$ cat config.mk
export PLATFORM = sky130hd
export DESIGN_NAME = sbit_timer
export DESIGN_NICKNAME = d
export VERILOG_FILES = /design/src/verilog/sbit_pkg.sv /design/src/verilog/sbit_prescaler.sv /design/src/verilog/sbit_timer.sv
export VERILOG_INCLUDE_DIRS = /design/src /design/src/verilog
export SDC_FILE = /design/constraint.sdc
export NUM_CORES = 1
export LEC_CHECK = 0
export ABC_AREA = 1
export BUFFER_PORTS_ARGS = -buffer_cell sky130_fd_sc_hd__buf_4
export CORE_MARGIN = 2
export CORE_UTILIZATION = 39
export CTS_CLUSTER_DIAMETER = 150
export DETAILED_ROUTE_END_ITERATION = 8
export PLACE_DENSITY = 0.57
export SLEW_MARGIN = 20
export SYNTH_ARGS = -nofsm -noshare
export SYNTH_HDL_FRONTEND = slang
export SYNTH_SLANG_ARGS = --single-unit
$ cat constraint.sdc
create_clock -name i_clk -period 2.2 [get_ports i_clk]
set_input_delay 0.44 -clock i_clk [delete_from_list [all_inputs] [get_ports i_clk]]
set_output_delay 0.44 -clock i_clk [all_outputs]
set_load 0.02 [all_outputs]
$ cat src/verilog/sbit_consts.svh
`ifndef SBIT_CONSTS_SVH
`define SBIT_CONSTS_SVH

// register byte offsets
`define SBIT_OFF_CTRL      8'h00
`define SBIT_OFF_COUNT     8'h04
`define SBIT_OFF_PERIOD    8'h08
`define SBIT_OFF_STATUS    8'h0C
`define SBIT_OFF_IRQ_CLR   8'h10
`define SBIT_OFF_IRQ_EN    8'h14

// timer_control field positions
`define SBIT_CTRL_RUN      15
`define SBIT_CTRL_IDLE     13
`define SBIT_CTRL_GATE     6
`define SBIT_CTRL_PS_HI    5
`define SBIT_CTRL_PS_LO    4
`define SBIT_CTRL_SYNC     2
`define SBIT_CTRL_SRC      1
`define SBIT_CTRL_WMASK    16'hA076

// status, clear and enable field positions
`define SBIT_ST_MATCH      0
`define SBIT_ST_GATE       1
`define SBIT_EN_PRIO_HI    10
`define SBIT_EN_PRIO_LO    8
`define SBIT_EN_WMASK      16'h0703

// reset values
`define SBIT_RST_CTRL      16'h0000
`define SBIT_RST_COUNT     16'h0000
`define SBIT_RST_PERIOD    16'hFFFF
`define SBIT_RST_EN        16'h0000

// prescale terminal counts (ratio minus one)
`define SBIT_PS_TC_1       8'h00
`define SBIT_PS_TC_8       8'h07
`define SBIT_PS_TC_64      8'h3F
`define SBIT_PS_TC_256     8'hFF

// bus responses
`define SBIT_RESP_OKAY     2'h0
`define SBIT_RESP_SLVERR   2'h2

`endif

$ cat src/verilog/sbit_pkg.sv
package sbit_pkg;

    typedef logic [31:0] sbit_data_t;
    typedef logic [7:0]  sbit_addr_t;
    typedef logic [3:0]  sbit_strb_t;
    typedef logic [1:0]  sbit_resp_t;

    typedef enum logic [1:0] {
        SBIT_WR_IDLE = 2'b00,
        SBIT_WR_TAKE = 2'b01,
        SBIT_WR_RESP = 2'b10
    } sbit_wr_state_t;

    typedef enum logic [1:0] {
        SBIT_RD_IDLE = 2'b00,
        SBIT_RD_TAKE = 2'b01,
        SBIT_RD_RESP = 2'b10
    } sbit_rd_state_t;

endpackage : sbit_pkg

$ cat src/verilog/sbit_prescaler.sv
`timescale 1ns/1ps
`include "sbit_consts.svh"

module sbit_prescaler #(
    parameter int PS_W = 8
) (
    // clock and reset
    input  wire logic            i_clk,
    input  wire logic            i_rst,
    input  wire logic            i_ce,
    // control
    input  wire logic            i_clear,
    input  wire logic [1:0]      i_sel,
    // ticks
    input  wire logic            i_tick,
    output logic                 o_tick
);
    import sbit_pkg::*;

    logic [PS_W-1:0] cnt_q;
    logic [PS_W-1:0] cnt_d;
    logic [PS_W-1:0] tc;

    // terminal count of the selected ratio
    function automatic logic [PS_W-1:0] ps_tc(input logic [1:0] sel);
        case (sel)
            2'b11:   ps_tc = PS_W'(`SBIT_PS_TC_256);
            2'b10:   ps_tc = PS_W'(`SBIT_PS_TC_64);
            2'b01:   ps_tc = PS_W'(`SBIT_PS_TC_8);
            default: ps_tc = PS_W'(`SBIT_PS_TC_1);
        endcase
    endfunction : ps_tc

    always_comb begin
        tc     = ps_tc(i_sel);
        o_tick = i_tick && (cnt_q == tc);
        cnt_d  = cnt_q;
        if (i_clear) begin
            cnt_d = '0;
        end else if (i_tick) begin
            cnt_d = (cnt_q == tc) ? '0 : cnt_q + PS_W'(1);
        end
    end

    always_ff @(posedge i_clk) begin
        if (i_rst) begin
            cnt_q <= '0;
        end else if (i_ce) begin
            cnt_q <= cnt_d;
        end
    end

endmodule : sbit_prescaler

$ cat src/verilog/sbit_timer.sv
`timescale 1ns/1ps
`include "sbit_consts.svh"

// Function
// - A 16-bit counter works as a timer, a synchronous counter or an asynchronous counter of the count pin.
// - The interrupt is requested on a period match and on a gate fall while gated accumulation is active.
// - Control bit 15 timer_run starts the counter when 1 and stops it when 0.
// - Control bit 13 idle_halt stops the module in idle when set, else it keeps running in idle.
// - Control bit 6 gate_accumulate enables gating with the internal clock and is ignored with the external one.
// - Bits 5-4 prescale_select divide by 256, 64, 8 or 1 for codes 11, 10, 01, 00.
// - Control bit 2 ext_clock_sync synchronises the count pin when external, and is ignored when internal.
// - Control bit 1 clock_source_select picks count pin rising edges when 1 and the internal clock when 0.
// - Control bits 14, 12-7, 3 and 0 read as zero and ignore writes.
// - The timer keeps running in idle unless idle_halt stops it in idle.
module sbit_timer #(
    parameter int CNT_W = 16
) (
    // clock and reset
    input  wire logic               i_clk,
    input  wire logic               i_rst,
    input  wire logic               i_ce,
    // device state and pins
    input  wire logic               i_idle,
    input  wire logic               i_ext_count_pin,
    input  wire logic               i_gate,
    // axi4-lite write address and data
    input  wire logic               i_s_axi_awvalid,
    output logic                    o_s_axi_awready,
    input  wire sbit_pkg::sbit_addr_t i_s_axi_awaddr,
    input  wire logic               i_s_axi_wvalid,
    output logic                    o_s_axi_wready,
    input  wire sbit_pkg::sbit_data_t i_s_axi_wdata,
    input  wire sbit_pkg::sbit_strb_t i_s_axi_wstrb,
    // axi4-lite write response
    output logic                    o_s_axi_bvalid,
    input  wire logic               i_s_axi_bready,
    output sbit_pkg::sbit_resp_t    o_s_axi_bresp,
    // axi4-lite read
    input  wire logic               i_s_axi_arvalid,
    output logic                    o_s_axi_arready,
    input  wire sbit_pkg::sbit_addr_t i_s_axi_araddr,
    output logic                    o_s_axi_rvalid,
    input  wire logic               i_s_axi_rready,
    output sbit_pkg::sbit_data_t    o_s_axi_rdata,
    output sbit_pkg::sbit_resp_t    o_s_axi_rresp,
    // interrupt
    output logic                    o_irq,
    output logic [2:0]              o_irq_priority
);
    import sbit_pkg::*;

    // bus state
    sbit_wr_state_t wr_st_q, wr_st_d;
    sbit_rd_state_t rd_st_q, rd_st_d;
    logic           awready_q, awready_d;
    logic           wready_q, wready_d;
    logic           bvalid_q, bvalid_d;
    sbit_resp_t     bresp_q, bresp_d;
    logic           arready_q, arready_d;
    logic           rvalid_q, rvalid_d;
    sbit_data_t     rdata_q, rdata_d;
    sbit_resp_t     rresp_q, rresp_d;

    // registers
    logic [15:0]    ctrl_q, ctrl_d;
    logic [CNT_W-1:0] count_q, count_d;
    logic [CNT_W-1:0] period_q, period_d;
    logic [1:0]     status_q, status_d;
    logic [15:0]    en_q, en_d;
    logic           irq_q, irq_d;

    // pin sampling
    logic           pin_s1_q, pin_s2_q, pin_s3_q;
    logic           pin_a_q, pin_a_prev_q;
    logic           gate_q, gate_prev_q;

    // decoded
    logic           wr_fire;
    logic           ctrl_wr;
    logic [15:0]    wmask;
    logic [15:0]    wval;
    logic           active;
    logic           ext_src;
    logic           gated;
    logic           ext_edge;
    logic           src_tick;
    logic           ps_tick;
    logic           gate_fall;
    logic [1:0]     set_ev;

    // address decode shared by read and write
    function automatic logic addr_ok(input sbit_addr_t a);
        addr_ok = (a == `SBIT_OFF_CTRL) || (a == `SBIT_OFF_COUNT) || (a == `SBIT_OFF_PERIOD) ||
                  (a == `SBIT_OFF_STATUS) || (a == `SBIT_OFF_IRQ_CLR) || (a == `SBIT_OFF_IRQ_EN);
    endfunction : addr_ok

    // timer control decode
    always_comb begin
        active   = ctrl_q[`SBIT_CTRL_RUN] && !(ctrl_q[`SBIT_CTRL_IDLE] && i_idle);
        ext_src  = ctrl_q[`SBIT_CTRL_SRC];
        gated    = ctrl_q[`SBIT_CTRL_GATE] && !ext_src;
        if (ctrl_q[`SBIT_CTRL_SYNC]) begin
            ext_edge = pin_s2_q && !pin_s3_q;
        end else begin
            ext_edge = pin_a_q && !pin_a_prev_q;
        end
        if (ext_src) begin
            src_tick = active && ext_edge;
        end else begin
            src_tick = active && (!gated || gate_q);
        end
        gate_fall = active && gated && gate_prev_q && !gate_q;
    end

    sbit_prescaler #(
        .PS_W (8)
    ) u_prescaler (
        .i_clk   (i_clk),
        .i_rst   (i_rst),
        .i_ce    (i_ce),
        .i_clear (!ctrl_q[`SBIT_CTRL_RUN] || ctrl_wr),
        .i_sel   (ctrl_q[`SBIT_CTRL_PS_HI:`SBIT_CTRL_PS_LO]),
        .i_tick  (src_tick),
        .o_tick  (ps_tick)
    );

    // bus handshakes and register file
    always_comb begin
        wr_st_d   = wr_st_q;
        rd_st_d   = rd_st_q;
        awready_d = 1'b0;
        wready_d  = 1'b0;
        bvalid_d  = bvalid_q;
        bresp_d   = bresp_q;
        arready_d = 1'b0;
        rvalid_d  = rvalid_q;
        rdata_d   = rdata_q;
        rresp_d   = rresp_q;
        ctrl_d    = ctrl_q;
        count_d   = count_q;
        period_d  = period_q;
        en_d      = en_q;
        wr_fire   = (wr_st_q == SBIT_WR_TAKE);
        wmask     = {{8{i_s_axi_wstrb[1]}}, {8{i_s_axi_wstrb[0]}}};
        wval      = i_s_axi_wdata[15:0];
        ctrl_wr   = wr_fire && (i_s_axi_awaddr == `SBIT_OFF_CTRL);
        set_ev    = 2'b00;

        // timer counting
        if (ps_tick) begin
            if (count_q == period_q) begin
                count_d = '0;
                set_ev[`SBIT_ST_MATCH] = 1'b1;
            end else begin
                count_d = count_q + CNT_W'(1);
            end
        end
        set_ev[`SBIT_ST_GATE] = gate_fall;

        // write channel
        case (wr_st_q)
            SBIT_WR_IDLE: begin
                if (i_s_axi_awvalid && i_s_axi_wvalid) begin
                    wr_st_d   = SBIT_WR_TAKE;
                    awready_d = 1'b1;
                    wready_d  = 1'b1;
                end
            end
            SBIT_WR_TAKE: begin
                wr_st_d  = SBIT_WR_RESP;
                bvalid_d = 1'b1;
                bresp_d  = addr_ok(i_s_axi_awaddr) ? `SBIT_RESP_OKAY : `SBIT_RESP_SLVERR;
                case (i_s_axi_awaddr)
                    `SBIT_OFF_CTRL:   ctrl_d   = (ctrl_q & ~(wmask & `SBIT_CTRL_WMASK)) |
                                                 (wval & wmask & `SBIT_CTRL_WMASK);
                    `SBIT_OFF_COUNT:  count_d  = (count_q & ~wmask) | (wval & wmask);
                    `SBIT_OFF_PERIOD: period_d = (period_q & ~wmask) | (wval & wmask);
                    `SBIT_OFF_IRQ_EN: en_d     = (en_q & ~(wmask & `SBIT_EN_WMASK)) |
                                                 (wval & wmask & `SBIT_EN_WMASK);
                    default:          ctrl_d   = ctrl_q;
                endcase
            end
            SBIT_WR_RESP: begin
                if (i_s_axi_bready) begin
                    wr_st_d  = SBIT_WR_IDLE;
                    bvalid_d = 1'b0;
                end
            end
            default: wr_st_d = SBIT_WR_IDLE;
        endcase

        // sticky status, set wins over clear
        status_d = status_q;
        if (wr_fire && (i_s_axi_awaddr == `SBIT_OFF_IRQ_CLR) && wmask[0]) begin
            status_d = status_q & ~wval[1:0];
        end
        status_d = status_d | set_ev;
        irq_d    = |(status_d & en_d[1:0]);

        // read channel
        case (rd_st_q)
            SBIT_RD_IDLE: begin
                if (i_s_axi_arvalid) begin
                    rd_st_d   = SBIT_RD_TAKE;
                    arready_d = 1'b1;
                end
            end
            SBIT_RD_TAKE: begin
                rd_st_d  = SBIT_RD_RESP;
                rvalid_d = 1'b1;
                rresp_d  = addr_ok(i_s_axi_araddr) ? `SBIT_RESP_OKAY : `SBIT_RESP_SLVERR;
                case (i_s_axi_araddr)
                    `SBIT_OFF_CTRL:   rdata_d = {16'h0000, ctrl_q};
                    `SBIT_OFF_COUNT:  rdata_d = 32'(count_q);
                    `SBIT_OFF_PERIOD: rdata_d = 32'(period_q);
                    `SBIT_OFF_STATUS: rdata_d = {30'h00000000, status_q};
                    `SBIT_OFF_IRQ_EN: rdata_d = {16'h0000, en_q};
                    default:          rdata_d = 32'h00000000;
                endcase
            end
            SBIT_RD_RESP: begin
                if (i_s_axi_rready) begin
                    rd_st_d  = SBIT_RD_IDLE;
                    rvalid_d = 1'b0;
                end
            end
            default: rd_st_d = SBIT_RD_IDLE;
        endcase
    end

    always_ff @(posedge i_clk) begin
        if (i_rst) begin
            wr_st_q   <= SBIT_WR_IDLE;
            rd_st_q   <= SBIT_RD_IDLE;
            awready_q <= 1'b0;
            wready_q  <= 1'b0;
            bvalid_q  <= 1'b0;
            bresp_q   <= `SBIT_RESP_OKAY;
            arready_q <= 1'b0;
            rvalid_q  <= 1'b0;
            rdata_q   <= 32'h00000000;
            rresp_q   <= `SBIT_RESP_OKAY;
            ctrl_q    <= `SBIT_RST_CTRL;
            count_q   <= CNT_W'(`SBIT_RST_COUNT);
            period_q  <= CNT_W'(`SBIT_RST_PERIOD);
            status_q  <= 2'b00;
            en_q      <= `SBIT_RST_EN;
            irq_q     <= 1'b0;
        end else if (i_ce) begin
            wr_st_q   <= wr_st_d;
            rd_st_q   <= rd_st_d;
            awready_q <= awready_d;
            wready_q  <= wready_d;
            bvalid_q  <= bvalid_d;
            bresp_q   <= bresp_d;
            arready_q <= arready_d;
            rvalid_q  <= rvalid_d;
            rdata_q   <= rdata_d;
            rresp_q   <= rresp_d;
            ctrl_q    <= ctrl_d;
            count_q   <= count_d;
            period_q  <= period_d;
            status_q  <= status_d;
            en_q      <= en_d;
            irq_q     <= irq_d;
        end
    end

    // pin samplers: two-stage for sync mode, single stage for async mode
    always_ff @(posedge i_clk) begin
        if (i_rst) begin
            pin_s1_q     <= 1'b0;
            pin_s2_q     <= 1'b0;
            pin_s3_q     <= 1'b0;
            pin_a_q      <= 1'b0;
            pin_a_prev_q <= 1'b0;
            gate_q       <= 1'b0;
            gate_prev_q  <= 1'b0;
        end else if (i_ce) begin
            pin_s1_q     <= i_ext_count_pin;
            pin_s2_q     <= pin_s1_q;
            pin_s3_q     <= pin_s2_q;
            pin_a_q      <= i_ext_count_pin;
            pin_a_prev_q <= pin_a_q;
            gate_q       <= i_gate;
            gate_prev_q  <= gate_q;
        end
    end

    assign o_s_axi_awready = awready_q;
    assign o_s_axi_wready  = wready_q;
    assign o_s_axi_bvalid  = bvalid_q;
    assign o_s_axi_bresp   = bresp_q;
    assign o_s_axi_arready = arready_q;
    assign o_s_axi_rvalid  = rvalid_q;
    assign o_s_axi_rdata   = rdata_q;
    assign o_s_axi_rresp   = rresp_q;
    assign o_irq           = irq_q;
    assign o_irq_priority  = en_q[`SBIT_EN_PRIO_HI:`SBIT_EN_PRIO_LO];

endmodule : sbit_timer

==> results_dict.tcl, run 1 <==
set metrics [dict create \
    start_util 0.402 \
    worstPathArrival_ns 2.21 \
    clkSinkCount 86 \
    detail-route-antenna-nets 0 \
    hold_path.class "input port to register" \
    h-tree-depth 3 \
    io_buffers 71 \
    n_fill_cell 1367 \
    fin_skew_ns 0.00696 \
    dp.cells 1054 \
    pin_count 108 \
    period_share 0.879 \
    hpwl_mm 11.1 \
    synthArstFlopShare 0 \
    r2r_slack_ns 0.27 \
    drive_gt1_frac 0.179 \
    worst_setup_path_start_kind "register" \
    syn-instance-count 820 \
    hold_viol 0 \
    grt.total_usage 0.214 \
    max_cap_violations 0 \
    worst_hold_path.num_cells 3 \
    dieWidth_microns 121 \
    cp_num_cells 10 \
    cts.reportedPaths.clkPinSlew_ns 0.07 \
    drt_iter0_markers 248 \
    final-max-slew-violation-count 0 \
    post-cts-setup-buffers 0 \
    fin_nets 954 \
    rsz0062_at_grt "false" \
    critPathMaxFanout 17 \
    dr.pass1.iters 5 \
    clockBufferDepth 2 \
    gp_congestion 0.878 \
    avgSynthCellArea_sq_um 6.51 \
    post-route-min-period_ns 1.93 \
    cts_buffers 9 \
    overflow 0 \
    fin_setup_tns_ns 0 \
    synth-edff-count 0 \
    p_total_mw 3.51 \
    yosysUniqueCellTypes 49 \
    dieArea_sq_mm 0.0146 \
    synth-seq-cells 86 \
    crit_family "simple AND/OR/NAND/NOR gates" \
    cts_tree "built" \
    worst_path_largest_cell_delay_ns 0.47 \
    grt_max_degree 46 \
    post_drt_via_cell_ratio 4.99 \
    max_slew_margin 0.593 \
    crit_end "o_irq$_SDFFE_PP0P_" \
    syn_area_sq_mm 0.00534 \
    routed_wl_mm 15.0 \
    clk_latency_ns 0.35 \
    cts_resized 0 \
    die_y_microns 121 \
    reg2regPathDepth 10 \
    post_drt_wl_per_cell_microns 14.0 \
    worst_pin_slew_ns 0.610 \
    grt_pass1_vias 5015 \
    status "finished clean" \
    ys_seq_area_frac 0.322 \
    cp_cell_sequence "inv_1 > nand2_1 > nand2_1 > nor2_1 > nand2_1 > nor2_1 > nand2_2 > o21ai_1 > nand2_1 > a21oi_1" \
    irDropWorstVdd_v 0.000523 \
    finalNonFillerCells 1070 \
    yosysWarnings 0 \
    regToRegEndpoint "o_irq$_SDFFE_PP0P_" \
    critPathSlowestCell "dfxtp_1" \
    drc 0 \
    dp_slack_ns 0.196 \
    required_ns 2.48 \
    diodes 0 \
    cts_root_buf "clkbuf_16" \
    synthToLayoutAreaGrowth_pct 17.8 \
    leakage_nw 2.95 \
    setup_viol 0 \
    path_buf_inv 1 \
    hold_buffers 0 \
    crit_path_frequent_cell "nand2_1" \
    num_rows 42 \
    fmax_mhz 517 \
    num_vias 5335 \
    path_class "register to register" \
    antenna_found_initial 0 \
    core_region_area_sq_mm 0.0133 \
    yosys_most_used_dff "dfxtp_1" \
    p_per_area_mw_per_mm2 557 \
    grt_first_pass_wirelength_mm 24.7 \
    end_kind "register" \
    setup_slack_ns 0.267 \
]
cell usage after synthesis, types with 3 or more instances:
master,count,area (sq um)
a21oi_1,56,280
a21oi_2,9,78.8
buf_2,7,35.0
buf_4,24,180
clkbuf_1,14,52.6
clkbuf_2,3,15.0
clkbuf_8,3,41.3
dfxtp_1,86,1720
inv_1,93,349
inv_2,6,22.5
nand2_1,244,916
nand2_2,4,25.0
nand2_4,4,45.0
nand3_1,55,275
nand3_2,7,70.1
nand3b_1,4,30.0
nand4_1,9,56.3
nor2_1,73,274
nor2_2,4,25.0
nor2_4,3,33.8
nor3_1,8,40.0
nor3b_1,3,22.5
o211ai_2,3,37.5
o21ai_0,46,230
o221ai_1,8,70.1
o22ai_1,5,31.3
xor2_1,7,61.3
cell families after synthesis:
logic type / after synthesis / synth area share
simple gates: 425 / 0.359
compound gates: 143 / 0.161
flops: 86 / 0.322
xor+xnor: 7 / 0.0115
other cells: 1 / 0.000702
buf+inv: 156 / 0.141
fa+ha+maj: 2 / 0.00469
cell type report:
type | count | area [sq um] | share of cell area
clock buffers | 12 | 267 | 0.0424
clock inverters | 4 | 53.8 | 0.00855
inverters | 102 | 384 | 0.0611
multi-input cells | 595 | 2930 | 0.466
flip-flops and latches | 86 | 1720 | 0.274
well taps | 176 | 220 | 0.0350
repair buffers | 95 | 713 | 0.113
worst min-delay path by stage:
stage,from,endpoint
6_report,i_ext_count_pin,pin_a_q$_SDFFE_PP0P_
5_1_grt,i_ext_count_pin,pin_a_q$_SDFFE_PP0P_
4_1_cts,i_ext_count_pin,pin_a_q$_SDFFE_PP0P_
3_5_place_dp,o_s_axi_rdata[0]$_SDFFE_PP0P_,o_s_axi_rdata[0]$_SDFFE_PP0P_
3_3_place_gp,o_s_axi_rdata[12]$_SDFFE_PP0P_,o_s_axi_rdata[12]$_SDFFE_PP0P_
2_1_floorplan,register,register
power breakdown:
part	internal [mW]	switching, mW
registers	1.58	0.0144
logic	0.101	0.186
clock network	0.975	0.653
through the flow:
step | utilization | instance area (sq um) | hold WS (ns)
after floorplan | - | 5400 | 0.451
after global placement | 0.449 | 5970 | 0.456
after detailed placement | 0.449 | 5970 | 0.459
after CTS | 0.473 | 6290 | 0.310
after global routing | 0.473 | 6290 | 0.335
final | 0.473 | 6290 | 0.320
layout by cell type (no fill, tap or decap), drive strengths merged:
| cell | Yosys | routed |
|---|---|---|
| a211oi | 2 | 2 |
| nor2 | 82 | 82 |
| inv | 99 | 99 |
| o211ai | 5 | 5 |
| nand3 | 62 | 62 |
| o31ai | 2 | 2 |
| dfxtp | 86 | 86 |
| clkbuf | 20 | 12 |
| o21ai | 48 | 48 |
| and3 | 1 | 1 |
| buf | 34 | 95 |
| nand2 | 252 | 252 |
| bufinv | 0 | 1 |
| o221ai | 8 | 8 |
| o22ai | 5 | 5 |
| nor3b | 4 | 4 |
| o21a | 2 | 2 |
| or2 | 1 | 1 |
| nand4 | 9 | 9 |
| ha | 2 | 2 |
| a21oi | 67 | 67 |
| conb | 1 | 18 |
| o2111ai | 1 | 1 |
| a41oi | 1 | 1 |
| nor4 | 1 | 1 |
| clkinvlp | 0 | 2 |
| a21boi | 1 | 1 |
| nor3 | 9 | 9 |
| a31oi | 1 | 1 |
| nand3b | 4 | 4 |
| xor2 | 7 | 7 |
| clkinv | 3 | 4 |
per-layer routing:
layer | vias up | global-route usage | wire length [microns]
met1 | 2419 | 0.275 | 6760
met2 | 157 | 0.361 | 7100
met4 | 0 | 0.0676 | 279
li1 | 2736 | - | -
met5 | - | 0 | 0
met3 | 23 | 0.0432 | 807
worst reg2reg max path: stages, from the launching register on:
cell and delay [ns]:
dfxtp_1 0.47, inv_1 0.10, nand2_1 0.07, nand2_1 0.05, nor2_1 0.14, nand2_1 0.09, nor2_1 0.13, nand2_2 0.29
o21ai_1 0.30, nand2_1 0.09, a21oi_1 0.14
No activity file was read; power rests on OpenSTA's default activity.
==> run 2: changes to the inputs <==
Settings changed: HOLD_SLACK_MARGIN set to 0.02, MAX_ROUTING_LAYER set to met4.
==> results_dict.tcl, run 2 (same netlist as run 1, synthesis figures left out) <==
set metrics [dict create \
    status "finished clean" \
    fin_nets 955 \
    synthToLayoutAreaGrowth_pct 17.7 \
    cp_cell_sequence "inv_1 > nand2_1 > nand2_1 > nor2_1 > nand2_1 > nor2_1 > nand2_4 > o21ai_1 > nand2_1 > a21oi_1" \
    period_share 0.855 \
    fin_skew_ns 0.00668 \
    worst_path_largest_cell_delay_ns 0.48 \
    crit_family "simple AND/OR/NAND/NOR gates" \
    fin_setup_tns_ns 0 \
    drt_iter0_markers 300 \
    leakage_nw 2.96 \
    pwr-share-comb 0.085 \
    final-max-slew-violation-count 0 \
    post-cts-setup-buffers 0 \
    seqPwrFrac 0.465 \
    sw_frac_of_total 0.246 \
    gp_congestion 0.888 \
    post_drt_wl_per_cell_microns 14.2 \
    share_clk_of_total_power 0.450 \
    cts_root_buf "clkbuf_16" \
    num_vias 5306 \
    dp.cells 1055 \
    irDropWorstVdd_v 0.000669 \
    dieArea_sq_mm 0.0146 \
    post-route-min-period_ns 1.88 \
    clockBufferDepth 2 \
    start_util 0.402 \
    placed_cell_area_sq_mm 0.00599 \
    n_fill_cell 1376 \
    worst_pin_slew_ns 0.620 \
    detail-route-antenna-nets 0 \
    rsz0062_at_grt "false" \
    fmax_mhz 531 \
    clk_latency_ns 0.35 \
    antenna_found_initial 0 \
    final_cell_mix "244 x nand2_1, 95 x buf_4, 93 x inv_1" \
    required_ns 2.47 \
    multi_input_area_sq_mm 0.00294 \
    overflow 0 \
    routed_wl_mm 15.2 \
    drc 0 \
    worstPathArrival_ns 2.16 \
    setup_slack_ns 0.318 \
    mostFrequentLayoutCell "nand2_1" \
    max_cap_violations 0 \
    p_switching_uw 840 \
    finalNonFillerCells 1070 \
    num_rows 42 \
    grt_pass1_vias 4980 \
    end_kind "register" \
    dp_slack_ns 0.204 \
    dr.pass1.iters 6 \
    grt_max_degree 46 \
    hold_viol 0 \
    critPathSlowestCell "dfxtp_1" \
    cts_tree "built" \
    max_slew_margin 0.587 \
    diodes 0 \
    core_region_area_sq_mm 0.0133 \
    pin_count 108 \
    p_total_mw 3.42 \
    die_y_microns 121 \
    hpwl_mm 11.1 \
    crit_path_frequent_cell "nand2_1" \
    cts.reportedPaths.clkPinSlew_ns 0.07 \
    h-tree-depth 3 \
    grt_first_pass_wirelength_mm 24.5 \
    drive_gt1_frac 0.178 \
    path_class "register to register" \
    final_area_sq_mm 0.00629 \
    cts_buffers 9 \
    worst_setup_path_start_kind "register" \
    setup_viol 0 \
    path_buf_inv 1 \
    critPathMaxFanout 17 \
    hold_path.class "input port to register" \
    grt.total_usage 0.218 \
    dieWidth_microns 121 \
    clkSinkCount 86 \
    area.sequential_sq_mm 0.00172 \
    intPower_mw 2.58 \
    p_per_area_mw_per_mm2 544 \
    io_buffers 71 \
    post_drt_via_cell_ratio 4.96 \
]
run 2: through the flow:
| stage | hold slack (ns) | util |
|---|---|---|
| 3_5_place_dp | 0.459 | 0.451 |
| 6_report | 0.321 | 0.473 |
| 2_1_floorplan | 0.451 | - |
| 4_1_cts | 0.312 | 0.472 |
| 5_1_grt | 0.325 | 0.473 |
| 3_3_place_gp | 0.457 | 0.451 |
run 2: cell type report:
cell class                 instances  area share
clock buffer                      11      0.0386
clock inverter                     4     0.00756
inverter                         102      0.0611
multi-input combinational        595       0.467
sequential                        86       0.274
tap                              176      0.0350
timing repair buffer              96       0.117
run 2: path summary, 6_finish.rpt:
path                                  startpoint                        endpoint  slack (ns)  depth (start not counted)
setup / recovery                        register              o_irq$_SDFFE_PP0P_        0.32                         10
hold / removal                   i_ext_count_pin            pin_a_q$_SDFFE_PP0P_        0.32                          3
setup reg to reg                        register              o_irq$_SDFFE_PP0P_        0.32                         10
hold reg to reg   o_s_axi_rdata[12]$_SDFFE_PP0P_  o_s_axi_rdata[12]$_SDFFE_PP0P_        0.47                          2
run 2: worst min-delay path: cells and delay by family:
family | cells | cell delay (ns)
buffers and inverters | 1 | 0.08
and+or+nand+nor | 2 | 0.11
run 2: routing by layer:
layer  global-route usage  up-vias  part of all wire
li1                     -     2735                 -
met1                0.267     2417              0.46
met2                0.356      133              0.47
met3               0.0512       21             0.050
met4               0.0669        0             0.017
met5                    -        -                 0
run 2: power groups by stage:
| stage | logic, mW | clock network [mW] | registers, mW |
|---|---|---|---|
| after floorplan | 0.181 | 0 | 1.63 |
| after global placement | 0.288 | 0 | 1.62 |
| after detailed placement | 0.290 | 0 | 1.63 |
| after CTS | 0.291 | 1.58 | 1.59 |
| after global routing | 0.321 | 1.63 | 1.59 |
| final | 0.291 | 1.54 | 1.59 |
run 2: timing repair:
| item | CTS | global route |
|---|---|---|
| resized for setup | 0 | 1 |
| hold buffers | 0 | 0 |
| endpoints found under the setup margin | 0 | 1 |
==> run 3: changes to the inputs <==
Settings changed: PLACE_DENSITY 0.57 to 0.68.
==> results_dict.tcl, run 3 (same netlist as run 1, synthesis figures left out) <==
set metrics [dict create \
    final_area_sq_mm 0.00627 \
    dr.pass1.iters 5 \
    cts_tree "built" \
    final_cell_mix "244 x nand2_1, 93 x inv_1, 93 x buf_4" \
    diodes 0 \
    clk_latency_ns 0.34 \
    crit_path_frequent_cell "nand2_1" \
    final-max-slew-violation-count 0 \
    hold_slack_ns 0.316 \
    start_util 0.402 \
    min_from "i_gate" \
    rsz0062_at_grt "false" \
    p_per_area_mw_per_mm2 562 \
    drive_gt1_frac 0.175 \
    max_cap_violations 0 \
    gp_congestion 0.878 \
    grt_pass1_vias 4888 \
    io_buffers 71 \
    num_rows 42 \
    hold_viol 0 \
    worst_path_largest_cell_delay_ns 0.42 \
    required_ns 2.47 \
    path_class "register to register" \
    worst_pin_slew_ns 0.604 \
    overflow 0 \
    leakage_nw 2.93 \
    detail-route-antenna-nets 0 \
    die_y_microns 121 \
    dp_slack_ns 0.266 \
    irDropWorstVdd_v 0.000389 \
    fin_nets 952 \
    regToRegEndpoint "o_irq$_SDFFE_PP0P_" \
    grt.total_usage 0.209 \
    worstPathArrival_ns 2.18 \
    grt_first_pass_wirelength_mm 23.8 \
    drc 0 \
    fmax_mhz 524 \
    hold_path.class "input port to register" \
    worst_setup_path_start_kind "register" \
    placed_cell_area_sq_mm 0.00596 \
    r2r_slack_ns 0.29 \
    reg2regPathDepth 10 \
    status "finished clean" \
    hold_buffers 0 \
    max_slew_margin 0.597 \
    mostFrequentLayoutCell "nand2_1" \
    core_region_area_sq_mm 0.0133 \
    synthToLayoutAreaGrowth_pct 17.5 \
    end_kind "register" \
    drt_iter0_markers 332 \
    post-route-min-period_ns 1.91 \
    post_drt_via_cell_ratio 5.00 \
    min_to "gate_q$_SDFFE_PP0P_" \
    critPathSlowestCell "dfxtp_1" \
    h-tree-depth 3 \
    routed_wl_mm 14.7 \
    antenna_found_initial 0 \
    dieWidth_microns 121 \
    period_share 0.867 \
    cts_root_buf "clkbuf_16" \
    cts_buffers 9 \
    critPathMaxFanout 17 \
    area.sequential_sq_mm 0.00172 \
    dieArea_sq_mm 0.0146 \
    multi_input_area_sq_mm 0.00293 \
    num_vias 5335 \
    fin_skew_ns 0.00701 \
    final_core_util 0.472 \
    post-cts-setup-buffers 0 \
    setup_viol 0 \
    clockBufferDepth 2 \
    hpwl_mm 10.7 \
    cp_cell_sequence "inv_1 > nand2_1 > nand2_1 > nor2_1 > nand2_1 > nor2_1 > nand2_2 > o21ai_1 > nand2_1 > a21oi_1" \
    cts.reportedPaths.clkPinSlew_ns 0.06 \
    grt_max_degree 46 \
    n_fill_cell 1400 \
    clkSinkCount 86 \
    worst_hold_path.num_cells 3 \
    fin_setup_tns_ns 0 \
    pin_count 108 \
    cts_resized 0 \
    setup_slack_ns 0.292 \
    post_drt_wl_per_cell_microns 13.8 \
]
-- run 3: final cells by class --
class / count / share of cell area
multi-input combinational: 595 / 0.467
clock buffer: 11 / 0.0371
inverter: 102 / 0.0612
timing repair buffer: 93 / 0.111
clock inverter: 5 / 0.0134
sequential: 86 / 0.274
tap: 176 / 0.0351
-- run 3: worst max-delay path, delay by kind of cell, from the launching register on --
| kind | cells | cell delay, ns |
|---|---|---|
| DFF | 1 | 0.42 |
| AOI/OAI and AO/OA | 2 | 0.45 |
| and+or+nand+nor | 7 | 0.87 |
| buffers and inverters | 1 | 0.09 |
-- run 3: per-stage QoR --
| stage | power, mW | cells |
|---|---|---|
| 3_5_place_dp | 1.91 | 1052 |
| 2_1_floorplan | 1.81 | 837 |
| 4_1_cts | 3.54 | 1068 |
| 6_report | 3.53 | 1068 |
| 3_3_place_gp | 1.91 | 1052 |
| 5_1_grt | 3.66 | 1068 |
-- run 3: power by group --
group / switching (mW) / internal [mW]
registers: 0.0148 / 1.58
clock network: 0.649 / 0.998
logic: 0.188 / 0.0999
total: 0.852 / 2.67
-- run 3: worst max-delay path by stage --
stage / end / slack (ns) / cells after the start
global route: o_irq$_SDFFE_PP0P_ / 0.08 / 10
CTS: o_irq$_SDFFE_PP0P_ / 0.27 / 10
floorplan: register / 0.61 / 9
global placement: o_s_axi_rdata[4]$_SDFFE_PP0P_ / 0.28 / 9
detailed placement: o_s_axi_rdata[6]$_SDFFE_PP0P_ / 0.27 / 9
finish: o_irq$_SDFFE_PP0P_ / 0.29 / 10
-- run 3: routing by layer --
layer / up-vias / routed length (microns) / GRT usage
met2: 191 / 6610 / 0.329
met4: 0 / 485 / 0.0778
met3: 31 / 877 / 0.0456
met1: 2388 / 6710 / 0.264
met5: - / 0 / -
li1: 2725 / - / -
